## src/include/osg_defines.svh

```systemverilog
// Constants of the operation status group: bit positions, masks, limits, reset values
`ifndef OSG_DEFINES_SVH
`define OSG_DEFINES_SVH

`define OSG_REG_W          16
`define OSG_BIT_RANGE      0
`define OSG_BIT_LEAD       1
`define OSG_BIT_TIME_UP    2
`define OSG_BIT_INTEG      3
`define OSG_BIT_ACQ        4
`define OSG_BIT_TRIG_WAIT  5
`define OSG_BIT_AVG        6
`define OSG_BIT_I_MUTE     8
`define OSG_BIT_V_MUTE     9
`define OSG_USED_MASK      16'h037f
`define OSG_WRITE_MAX      16'h7fff
`define OSG_ZERO16         16'h0000
`define OSG_ENABLE_RESET   16'h0000
`define OSG_NTR_RESET      16'h0000
`define OSG_PTR_RESET      16'h7fff

`define OSG_NR1_DIGITS     5
`define OSG_BCD_W          20
`define OSG_TEXT_W         40
`define OSG_SHIFT_LAST     5'h0f
`define OSG_BCD_LIMIT      4'h5
`define OSG_BCD_ADJUST     4'h3
`define OSG_ASCII_ZERO     8'h30
`define OSG_LEN_MIN        3'h1
`define OSG_LEN_FULL       3'h5

`endif

```

## src/include/osg_pkg.sv

```systemverilog
// Types shared by the operation status group and its decimal formatter
package osg_pkg;
`include "osg_defines.svh"

    typedef enum logic [2:0] {
        OSG_CMD_EVENT_Q,
        OSG_CMD_COND_Q,
        OSG_CMD_ENAB_SET,
        OSG_CMD_ENAB_Q,
        OSG_CMD_NTR_SET,
        OSG_CMD_NTR_Q,
        OSG_CMD_PTR_SET,
        OSG_CMD_PTR_Q
    } osg_cmd_t;

    typedef enum logic {
        OSG_IDLE,
        OSG_FORMAT
    } osg_seq_t;

    typedef enum logic [1:0] {
        OSG_FMT_IDLE,
        OSG_FMT_SHIFT,
        OSG_FMT_DONE
    } osg_fmt_seq_t;

    typedef struct packed {
        osg_seq_t                 state;
        logic [`OSG_REG_W-1:0]    cond;
        logic [`OSG_REG_W-1:0]    cond_prev;
        logic [`OSG_REG_W-1:0]    event_bits;
        logic [`OSG_REG_W-1:0]    enable;
        logic [`OSG_REG_W-1:0]    ntr;
        logic [`OSG_REG_W-1:0]    ptr;
        logic                     summary;
        logic                     cmd_error;
        logic                     fmt_start;
        logic                     resp_valid;
        logic [`OSG_REG_W-1:0]    resp_value;
        logic [`OSG_TEXT_W-1:0]   resp_text;
        logic [2:0]               resp_len;
    } osg_state_t;

    typedef struct packed {
        osg_fmt_seq_t             state;
        logic [`OSG_REG_W-1:0]    bin;
        logic [`OSG_BCD_W-1:0]    bcd;
        logic [4:0]               count;
        logic                     done;
        logic [`OSG_TEXT_W-1:0]   text;
        logic [2:0]               len;
    } osg_fmt_state_t;

endpackage

```

## src/include/osg_fmt_if.sv

```systemverilog
// Carrier between the status group and its binary-to-decimal formatter
`timescale 1ns/10ps
interface osg_fmt_if;
    logic                    start;
    logic [15:0]             value;
    logic                    busy;
    logic                    done;
    logic [39:0]             text;
    logic [2:0]              len;

    modport fmt (
        input  start,
        input  value,
        output busy,
        output done,
        output text,
        output len
    );

    modport user (
        output start,
        output value,
        input  busy,
        input  done,
        input  text,
        input  len
    );
endinterface

```

## src/core/osg_status_top.sv

```systemverilog
// Operation status group: condition, transition filters, event, enable and summary
`timescale 1ns/10ps
`include "osg_defines.svh"
module osg_status_top
    import osg_pkg::*;
#(
    parameter int LEVEL_W = 16,
    parameter int AVG_W   = 16
) (
    input  wire logic                   clk,
    input  wire logic                   srst,
    input  wire logic                   range_search_active,
    input  wire logic                   current_leads_voltage,
    input  wire logic                   integ_time_up,
    input  wire logic                   integ_running,
    input  wire logic                   integ_paused,
    input  wire logic                   acquisition_active,
    input  wire logic                   trigger_wait,
    input  wire logic [AVG_W-1:0]       avg_count,
    input  wire logic [AVG_W-1:0]       avg_target,
    input  wire logic [LEVEL_W-1:0]     current_level,
    input  wire logic [LEVEL_W-1:0]     current_mute_level,
    input  wire logic [LEVEL_W-1:0]     voltage_level,
    input  wire logic [LEVEL_W-1:0]     voltage_mute_level,
    input  wire logic                   cmd_valid,
    output logic                        cmd_ready,
    input  wire osg_cmd_t               cmd_code,
    input  wire logic [`OSG_REG_W-1:0]  cmd_value,
    output logic                        cmd_error,
    output logic                        resp_valid,
    output logic [`OSG_REG_W-1:0]       resp_value,
    output logic [`OSG_TEXT_W-1:0]      resp_text,
    output logic [2:0]                  resp_len,
    output logic                        normal_activity_summary
);

    // Refused at elaboration: a zero-width compare means nothing
    if (LEVEL_W < 1 || AVG_W < 1) begin : g_width_check
        $error("osg_status_top: level and average widths must be at least one");
    end

    osg_state_t s;
    osg_state_t next_s;
    osg_fmt_if  fmt_bus ();

    osg_nr1_fmt u_fmt (
        .clk  (clk),
        .srst (srst),
        .fi   (fmt_bus.fmt)
    );

    function automatic logic is_query(input osg_cmd_t c);
        return (c == OSG_CMD_EVENT_Q) || (c == OSG_CMD_COND_Q) ||
               (c == OSG_CMD_ENAB_Q)  || (c == OSG_CMD_NTR_Q)  ||
               (c == OSG_CMD_PTR_Q);
    endfunction

    function automatic logic is_set(input osg_cmd_t c);
        return (c == OSG_CMD_ENAB_SET) || (c == OSG_CMD_NTR_SET) ||
               (c == OSG_CMD_PTR_SET);
    endfunction

    logic                   accept;
    logic                   write_ok;
    logic [`OSG_REG_W-1:0]  live_cond;
    logic [`OSG_REG_W-1:0]  edges;
    logic [`OSG_REG_W-1:0]  write_val;

    // Only one query may be in formatting at a time
    assign cmd_ready = (s.state == OSG_IDLE);
    assign accept    = cmd_valid && cmd_ready;
    assign write_ok  = (cmd_value <= `OSG_WRITE_MAX);
    assign write_val = cmd_value & `OSG_USED_MASK;

    always_comb begin
        live_cond = `OSG_ZERO16;
        live_cond[`OSG_BIT_RANGE] = range_search_active;
        live_cond[`OSG_BIT_LEAD] = current_leads_voltage;
        live_cond[`OSG_BIT_TIME_UP] = integ_time_up;
        live_cond[`OSG_BIT_TRIG_WAIT] = trigger_wait;
        live_cond[`OSG_BIT_INTEG] = integ_running || integ_paused;
        live_cond[`OSG_BIT_ACQ] = acquisition_active;
        live_cond[`OSG_BIT_AVG] = (avg_count < avg_target);
        live_cond[`OSG_BIT_I_MUTE] = (current_level <= current_mute_level);
        live_cond[`OSG_BIT_V_MUTE] = (voltage_level <= voltage_mute_level);
    end

    // filtered transitions of the registered condition
    assign edges = ((s.cond & ~s.cond_prev & s.ptr) |
                    (~s.cond & s.cond_prev & s.ntr)) & `OSG_USED_MASK;

    always_comb begin
        next_s = s;
        next_s.cmd_error = 1'b0;
        next_s.fmt_start = 1'b0;
        next_s.resp_valid = 1'b0;
        next_s.cond = live_cond & `OSG_USED_MASK;
        next_s.cond_prev = s.cond;
        // events stick; a new edge beats a clearing read
        next_s.event_bits = s.event_bits | edges;
        case (s.state)
            OSG_IDLE: begin
                if (accept) begin
                    if (is_query(cmd_code)) begin
                        next_s.fmt_start = 1'b1;
                        next_s.state = OSG_FORMAT;
                    end
                    case (cmd_code)
                        OSG_CMD_EVENT_Q: begin
                            // read returns events then clears them
                            next_s.resp_value = s.event_bits;
                            next_s.event_bits = edges;
                        end
                        OSG_CMD_COND_Q: begin
                            next_s.resp_value = s.cond;
                        end
                        OSG_CMD_ENAB_Q: begin
                            next_s.resp_value = s.enable;
                        end
                        OSG_CMD_NTR_Q: begin
                            next_s.resp_value = s.ntr;
                        end
                        OSG_CMD_PTR_Q: begin
                            next_s.resp_value = s.ptr;
                        end
                        OSG_CMD_ENAB_SET: begin
                            // enable store, out of range refused
                            if (write_ok) begin
                                next_s.enable = write_val;
                            end
                        end
                        OSG_CMD_NTR_SET: begin
                            if (write_ok) begin
                                next_s.ntr = write_val;
                            end
                        end
                        OSG_CMD_PTR_SET: begin
                            if (write_ok) begin
                                next_s.ptr = write_val;
                            end
                        end
                        default: begin
                            next_s.cmd_error = 1'b1;
                        end
                    endcase
                    if (is_set(cmd_code) && !write_ok) begin
                        next_s.cmd_error = 1'b1;
                    end
                end
            end
            OSG_FORMAT: begin
                if (fmt_bus.done) begin
                    next_s.resp_valid = 1'b1;
                    next_s.resp_text = fmt_bus.text;
                    next_s.resp_len = fmt_bus.len;
                    next_s.state = OSG_IDLE;
                end
            end
            default: begin
                next_s.state = OSG_IDLE;
            end
        endcase
        next_s.summary = |(next_s.event_bits & next_s.enable);
    end

    always_ff @(posedge clk) begin
        if (srst) begin
            s <= '0;
            s.enable <= `OSG_ENABLE_RESET;
            s.ntr <= `OSG_NTR_RESET;
            s.ptr <= `OSG_PTR_RESET & `OSG_USED_MASK;
        end else begin
            s <= next_s;
        end
    end

    assign fmt_bus.start           = s.fmt_start;
    assign fmt_bus.value           = s.resp_value;
    assign cmd_error               = s.cmd_error;
    assign resp_valid              = s.resp_valid;
    assign resp_value              = s.resp_value;
    assign resp_text               = s.resp_text;
    assign resp_len                = s.resp_len;
    assign normal_activity_summary = s.summary;

    // Guards on the behaviour above

    a_integ_cond_bit: assert property (@(posedge clk) disable iff (srst)
        (integ_running || integ_paused) |=> s.cond[`OSG_BIT_INTEG])
        else $error("integration bit low while integrating or paused");

    a_mute_cond_bit: assert property (@(posedge clk) disable iff (srst)
        (current_level <= current_mute_level) |=> s.cond[`OSG_BIT_I_MUTE])
        else $error("current mute bit low at or below threshold");

    a_avg_cond_bit: assert property (@(posedge clk) disable iff (srst)
        !(avg_count < avg_target) |=> !s.cond[`OSG_BIT_AVG])
        else $error("average bit high after count reached");

    a_unused_bits_zero: assert property (@(posedge clk) disable iff (srst)
        ((s.cond | s.event_bits | s.enable | s.ntr | s.ptr) & ~`OSG_USED_MASK) == 16'h0000)
        else $error("unused status bit reads nonzero");

    a_edge_latch_event: assert property (@(posedge clk) disable iff (srst)
        (edges != 16'h0000) |=> ((s.event_bits & $past(edges)) == $past(edges)))
        else $error("filtered transition did not latch an event");

    a_event_read_clear: assert property (@(posedge clk) disable iff (srst)
        (accept && cmd_code == OSG_CMD_EVENT_Q && edges == 16'h0000)
        |=> (s.event_bits == 16'h0000) && (s.resp_value == $past(s.event_bits)))
        else $error("event read did not return and clear");

    a_cond_read_keeps: assert property (@(posedge clk) disable iff (srst)
        (accept && cmd_code == OSG_CMD_COND_Q)
        |=> (s.event_bits == ($past(s.event_bits) | $past(edges))))
        else $error("condition read disturbed events");

    a_query_answer_time: assert property (@(posedge clk) disable iff (srst)
        (accept && is_query(cmd_code)) |=> !resp_valid [*8] ##1 !resp_valid [*8]
        ##1 !resp_valid [*3] ##1 resp_valid)
        else $error("query answer not on the expected cycle");

    a_enable_range: assert property (@(posedge clk) disable iff (srst)
        (accept && cmd_code == OSG_CMD_ENAB_SET && !write_ok)
        |=> $stable(s.enable) && cmd_error)
        else $error("out of range enable write not refused");

    a_ptr_write_store: assert property (@(posedge clk) disable iff (srst)
        (accept && cmd_code == OSG_CMD_PTR_SET && write_ok)
        |=> s.ptr == ($past(cmd_value) & `OSG_USED_MASK))
        else $error("rising filter write not stored");

    a_summary_match: assert property (@(posedge clk) disable iff (srst)
        normal_activity_summary == |(s.event_bits & s.enable))
        else $error("summary disagrees with enabled events");

    a_range_cond_bit: assert property (@(posedge clk) disable iff (srst)
        1'b1 |=> s.cond[`OSG_BIT_RANGE] == $past(range_search_active))
        else $error("range search bit does not follow its source");

    a_lead_cond_bit: assert property (@(posedge clk) disable iff (srst)
        1'b1 |=> s.cond[`OSG_BIT_LEAD] == $past(current_leads_voltage))
        else $error("phase lead bit does not follow its source");

    a_acq_cond_bit: assert property (@(posedge clk) disable iff (srst)
        1'b1 |=> s.cond[`OSG_BIT_ACQ] == $past(acquisition_active))
        else $error("acquisition bit does not follow its source");

    a_vmute_cond_bit: assert property (@(posedge clk) disable iff (srst)
        (voltage_level <= voltage_mute_level) |=> s.cond[`OSG_BIT_V_MUTE])
        else $error("voltage mute bit low at or below threshold");

    a_wait_cond_bits: assert property (@(posedge clk) disable iff (srst)
        1'b1 |=> s.cond[`OSG_BIT_TIME_UP] == $past(integ_time_up)
            && s.cond[`OSG_BIT_TRIG_WAIT] == $past(trigger_wait))
        else $error("time-up or trigger wait bit does not follow its source");

    a_ntr_write_store: assert property (@(posedge clk) disable iff (srst)
        (accept && cmd_code == OSG_CMD_NTR_SET && write_ok)
        |=> s.ntr == ($past(cmd_value) & `OSG_USED_MASK))
        else $error("falling filter write not stored");

    a_enable_write_store: assert property (@(posedge clk) disable iff (srst)
        (accept && cmd_code == OSG_CMD_ENAB_SET && write_ok)
        |=> s.enable == ($past(cmd_value) & `OSG_USED_MASK))
        else $error("enable write not stored");

    a_fmt_busy_format: assert property (@(posedge clk) disable iff (srst)
        fmt_bus.busy |-> (s.state == OSG_FORMAT) && !cmd_ready)
        else $error("formatter busy while group idle");

    a_set_no_answer: assert property (@(posedge clk) disable iff (srst)
        (accept && is_set(cmd_code)) |=> cmd_ready && !resp_valid)
        else $error("setting blocked the port or raised an answer");

endmodule

```

## src/core/osg_nr1_fmt.sv

```systemverilog
// Sequential binary to decimal text formatter, one shift per cycle
`timescale 1ns/10ps
`include "osg_defines.svh"
module osg_nr1_fmt
    import osg_pkg::*;
(
    input  wire logic      clk,
    input  wire logic      srst,
    osg_fmt_if.fmt         fi
);

    osg_fmt_state_t s;
    osg_fmt_state_t next_s;

    // Add three to every digit of five or more before the shift
    function automatic logic [`OSG_BCD_W-1:0] bcd_adjust(input logic [`OSG_BCD_W-1:0] v);
        logic [`OSG_BCD_W-1:0] r;
        r = v;
        for (int i = 0; i < `OSG_NR1_DIGITS; i++) begin
            if (r[4*i +: 4] >= `OSG_BCD_LIMIT) begin
                r[4*i +: 4] = r[4*i +: 4] + `OSG_BCD_ADJUST;
            end
        end
        return r;
    endfunction

    // Significant digits, never fewer than one so zero prints as "0"
    function automatic logic [2:0] digit_count(input logic [`OSG_BCD_W-1:0] v);
        logic [2:0] n;
        n = `OSG_LEN_MIN;
        for (int i = 1; i < `OSG_NR1_DIGITS; i++) begin
            if (v[4*i +: 4] != 4'h0) begin
                n = 3'(i + 1);
            end
        end
        return n;
    endfunction

    function automatic logic [`OSG_TEXT_W-1:0] to_ascii(input logic [`OSG_BCD_W-1:0] v);
        logic [`OSG_TEXT_W-1:0] t;
        t = '0;
        for (int i = 0; i < `OSG_NR1_DIGITS; i++) begin
            t[8*i +: 8] = `OSG_ASCII_ZERO + {4'h0, v[4*i +: 4]};
        end
        return t;
    endfunction

    always_comb begin
        logic [`OSG_BCD_W-1:0] adj;
        adj = bcd_adjust(s.bcd);
        next_s = s;
        next_s.done = 1'b0;
        case (s.state)
            OSG_FMT_IDLE: begin
                if (fi.start) begin
                    next_s.bin = fi.value;
                    next_s.bcd = '0;
                    next_s.count = '0;
                    next_s.state = OSG_FMT_SHIFT;
                end
            end
            OSG_FMT_SHIFT: begin
                {next_s.bcd, next_s.bin} = {adj[`OSG_BCD_W-2:0], s.bin, 1'b0};
                next_s.count = s.count + 5'h01;
                if (s.count == `OSG_SHIFT_LAST) begin
                    next_s.state = OSG_FMT_DONE;
                end
            end
            OSG_FMT_DONE: begin
                next_s.done = 1'b1;
                next_s.text = to_ascii(s.bcd);
                next_s.len = digit_count(s.bcd);
                next_s.state = OSG_FMT_IDLE;
            end
            default: begin
                next_s.state = OSG_FMT_IDLE;
            end
        endcase
    end

    always_ff @(posedge clk) begin
        if (srst) begin
            s <= '0;
        end else begin
            s <= next_s;
        end
    end

    assign fi.busy = (s.state != OSG_FMT_IDLE);
    assign fi.done = s.done;
    assign fi.text = s.text;
    assign fi.len  = s.len;

endmodule

```

## config.mk

```make
export PLATFORM = sky130hd
export DESIGN_NAME = osg_status_top
export DESIGN_NICKNAME = d
export VERILOG_FILES = /design/src/include/osg_pkg.sv /design/src/include/osg_fmt_if.sv /design/src/core/osg_status_top.sv /design/src/core/osg_nr1_fmt.sv
export VERILOG_INCLUDE_DIRS = /design/src /design/src/include
export SDC_FILE = /design/constraint.sdc
export NUM_CORES = 1
export LEC_CHECK = 0
export BUFFER_PORTS_ARGS = -buffer_cell sky130_fd_sc_hd__buf_2
export CORE_ASPECT_RATIO = 1.25
export CORE_MARGIN = 1.5
export CORE_UTILIZATION = 47
export DETAILED_ROUTE_END_ITERATION = 16
export GPL_TIMING_DRIVEN = 0
export HOLD_SLACK_MARGIN = 0.15
export PLACE_DENSITY = 0.67
export SYNTH_ARGS = -nofsm -noshare
export SYNTH_HDL_FRONTEND = slang
export SYNTH_HIERARCHICAL = 1
export SYNTH_SLANG_ARGS = --single-unit
```

## constraint.sdc

```tcl
create_clock -name clk -period 2.15 [get_ports clk]
set_input_delay 0.3225 -clock clk [delete_from_list [all_inputs] [get_ports clk]]
set_output_delay 0.3225 -clock clk [all_outputs]
set_load 0.03 [all_outputs]
```

==> summary.md <==
| Metric | Value |
|---|---|
| Utilization after layout | 58.4% |
| Placeable core region | 20300 µm² |
| Mux share of post-synthesis cell area | 5.32% |
| Commonest cells after routing, fill and taps aside | sky130_fd_sc_hd__dfxtp_1 (200), sky130_fd_sc_hd__buf_2 (194), sky130_fd_sc_hd__nand2_1 (159), sky130_fd_sc_hd__a21oi_1 (111), sky130_fd_sc_hd__buf_4 (105) |
| Total power density per cell area | 674 nW/µm² |
| Final critical-path required period | 2.06 ns |
| Share of synthesized cell area in and, or, nand and nor gates | roughly 18% |
| Ratio of cells with drive above 1 in the final layout | 25.4% |
| Initial core utilization | 48.3% |
| Origin of the worst setup path | s[159] |
| Routed vias | 8279 |
| Placed wire-length estimate | 16700 µm |
| Root buffer selected by CTS | sky130_fd_sc_hd__clkbuf_16 |
| Worst setup path class | reg -> reg |
| Hold/Removal Path Class | in -> reg |
| Maximum vdd ir drop | 0.558 mV |
| Core Rows | 58 |
| GRT overflow | 0 |
| Synthesized-area fraction occupied by adder cells | 7.64% |
| Wire length on met1 | 9580 µm |
| Yosys warning total | 6 |
| Area share of the largest cell type after synthesis | 40.8% |
| Detailed-route vias per instance | 4.99 |
| Run status | completed |
| Syn Std Cell Area | 9820 µm² |
| Hold wc startpoint | cmd_value[3] |
| Slew @ Worst Pin | 0.901 ns |
| Antenna diode count | 0 |
| Max stage delay cell, worst path | sky130_fd_sc_hd__or3b_1 |
| First-pass DRT Iterations | 5 |
| Number of DRC markers in iteration 0 | 493 |
| Number of buffers created by CTS | 17 |
| Worst stage delay on the critical path | 0.36 ns |
| Global-route wire length before repair | 37400 µm |
| Post-route clock skew | 0.00991 ns |
| Dominant cells by area after synthesis | sky130_fd_sc_hd__dfxtp_1 (41%), sky130_fd_sc_hd__buf_4 (7.9%), sky130_fd_sc_hd__ha_1 (7.6%), sky130_fd_sc_hd__nand2_1 (6.1%), sky130_fd_sc_hd__a21oi_1 (5.7%) |
| Count of clock tree sinks | 200 |
| Vias in the first global route | between 7000 and 8000 |
| Top routing layer in use | met4 |
| Antenna-violating nets left | 0 |
| Met3 wirelength from detailed routing | 894 µm |
| Routed wire length | 22300 µm |
| Count of final setup violators | 0 |
| Worst-case headroom to the max-slew limit | 39.9% |
| Worst path setup slack after routing | between 0.08 and 0.09 ns |
| CTS tree | done |
| Vertical die dimension | 165 µm |
| Count of cell types in the netlist | 61 |
| Antenna violations before repair | 0 |
| Area growth from synthesis to layout | 20.7% |
| Number of synthesized register bits | 200 |
| Endpoint required time on the critical path | 2.43 ns |
| Peak Freq | 485 MHz |
| Part of the Yosys area used for sequential elements | about two fifths |
| Max-slew violation count | 0 |
| Worst setup SP type | flop |
| Final critical-path share of the clock period | 95.9% |
| Combinational family with the most area after synthesis | simple AND/OR/NAND/NOR gates |
| Worst EP arrival | 2.34 ns |
| Pin count of the biggest net entering global routing | 18 |
| Crit path capture type | flop |
| Die span in x | about 130 µm |
| Routed len/inst | approximately 13 µm |
| Share of the synthesized netlist area taken by xor and xnor gates | less than 1% |
| H-Tree Level Count | 4 |
| Max-cap check violation count | 0 |
| Aggregate global-route resource usage | 21.1% |
| Number of input and output port buffers inserted | about 180 |
| Worst-case setup slack after placement | -0.0593 ns |
| Number of nets in the finished design | roughly 1600 |
| Primary FF master, synth | sky130_fd_sc_hd__dfxtp_1 |
| Worst r2r path cells | 8 |
| Hold Crit Depth | 2 |
| Ports placed on the boundary | 188 |
| Worst hold slack after final layout | 0.179 ns |
| Clock insertion delay at the later pin of the skew report | 0.43 ns |
| Final GP Congestion | 0.790 |
| Async set or reset register ratio after synthesis | 0% |
| Die area | between 20000 and 25000 µm² |
| Commonest non-fill, non-tap cell in the layout | sky130_fd_sc_hd__dfxtp_1 |
| Final hold violation count | 0 |
| DR DRC count | 0 |
| Leakage Power | approximately 5.4 nW |
| Avg Cell Area, Syn | 8.54 µm² |
| Compound-Gate Fraction of Synth Area | 15.2% |
| Peak fanout along the critical path | 10 |
| Maximum count of clock buffers along a single path | 2 |
| DR WL met2 | 11600 µm |
| Cell taking the most area after synthesis | sky130_fd_sc_hd__dfxtp_1 |
| Startpoint of the most critical register-to-register path | s[159] |
| Count of mapped cells out of synthesis | 1150 |
| Count of flip-flops with a built-in enable after synthesis | 0 |
| CP Cell Sequence | inv_2, nand3b_1, or3b_1, buf_4, mux2i_1, nor2_1, nor4_1, a21oi_1 |
| Clock transition time at the flip-flop clock pins of the worst setup and hold paths | about 0.070 ns |
## per-layer routing
layer | up-vias | GRT usage, %
met5 | - | 0
met4 | 0 | 5.39
met3 | 19 | 3.74
met2 | 195 | 40.4
met1 | 3826 | 24.3
li1 | 4239 | -
## worst max-delay path, delay by kind of cell (launching register included)
family / cells / cell delay [ns]
simple gates: 4 / 0.86
buf+inv: 2 / 0.34
mux: 1 / 0.22
flops: 1 / 0.34
compound gates: 1 / 0.15
## path summary, 6_finish.rpt
| path | to | slack (ns) |
|---|---|---|
| hold reg to reg | resp_text[30] | 0.45 |
| setup / recovery | normal_activity_summary | 0.09 |
| setup reg to reg | normal_activity_summary | 0.09 |
| hold / removal | s[66] | 0.18 |
## final cells by class
type	count	area (µm²)
plain buffers	157	997
clock buffers	19	453
clock inverters	13	143
fillers	1883	8460
inverters	70	263
multi-input cells	732	4600
flip-flops and latches	200	4000
well taps	270	338
repair buffers	197	1060
## synthesized netlist by cell type (5+ instances only)
library cell and number:
sky130_fd_sc_hd__nor2b_1 33, sky130_fd_sc_hd__nand3_1 17, sky130_fd_sc_hd__a311oi_1 7, sky130_fd_sc_hd__o31ai_1 5, sky130_fd_sc_hd__nand3b_1 10, sky130_fd_sc_hd__a22o_1 8
sky130_fd_sc_hd__a211oi_1 12, sky130_fd_sc_hd__ha_1 60, sky130_fd_sc_hd__dfxtp_1 200, sky130_fd_sc_hd__nand4_1 7, sky130_fd_sc_hd__clkbuf_1 33, sky130_fd_sc_hd__a211o_1 9
sky130_fd_sc_hd__inv_1 68, sky130_fd_sc_hd__buf_1 7, sky130_fd_sc_hd__nor3_1 9, sky130_fd_sc_hd__o21ai_1 12, sky130_fd_sc_hd__nor2_1 88, sky130_fd_sc_hd__nand2b_1 19
sky130_fd_sc_hd__buf_4 104, sky130_fd_sc_hd__o21ai_0 23, sky130_fd_sc_hd__buf_2 13, sky130_fd_sc_hd__a21o_1 7, sky130_fd_sc_hd__mux2i_1 32, sky130_fd_sc_hd__mux4_2 9
sky130_fd_sc_hd__and2_1 15, sky130_fd_sc_hd__a21oi_1 111, sky130_fd_sc_hd__nand2_1 159, sky130_fd_sc_hd__xnor2_1 5, sky130_fd_sc_hd__o22ai_1 7
## registers in the layout, indices dropped and copies added, names as in the netlist, 3 cells and up
signal and cells:
s 60, u_fmt/fi.len 3, u_fmt/fi.text 21, resp_text 40
u_fmt/s 43, next_s 9, resp_value 16, resp_len 3
## per-stage QoR
| stage | instances | cell area [µm²] | TNS [ns] | total power [mW] |
|---|---|---|---|---|
| 2_1_floorplan | 1159 | 9860 | 0 | 4.51 |
| 4_1_cts | 1657 | 11900 | 0 | 8.06 |
| 3_5_place_dp | 1610 | 11100 | -0.144 | 4.83 |
| 6_report | 1658 | 11900 | 0 | 7.99 |
| 5_1_grt | 1658 | 11900 | -0.0165 | 8.34 |
| 3_3_place_gp | 1610 | 11100 | -0.127 | 4.81 |
## logic make-up after synthesis
family,count (synthesis)
simple gates,376
compound gates,239
buf+inv,227
flops,200
fa+ha+maj,60
mux,41
xor+xnor,6
other cells,1
## what timing repair did
action                                  CTS  global route
hold buffers                             15             0
setup buffers                             0             1
hold endpoints to repair                 14             0
endpoints found under the setup margin    2             1
pin swaps                                 0             2
resized for setup                         2             0
## report_power, final
group          internal [mW]  switching (mW)  leakage, nW  total [mW]
combinational          0.407           0.485         3.48       0.891
sequential              3.80          0.0739         1.62        3.87
clock                   1.79            1.44        0.278        3.22
total                   5.99            2.00         5.38        7.99
Power figures use the tool's default switching activity.
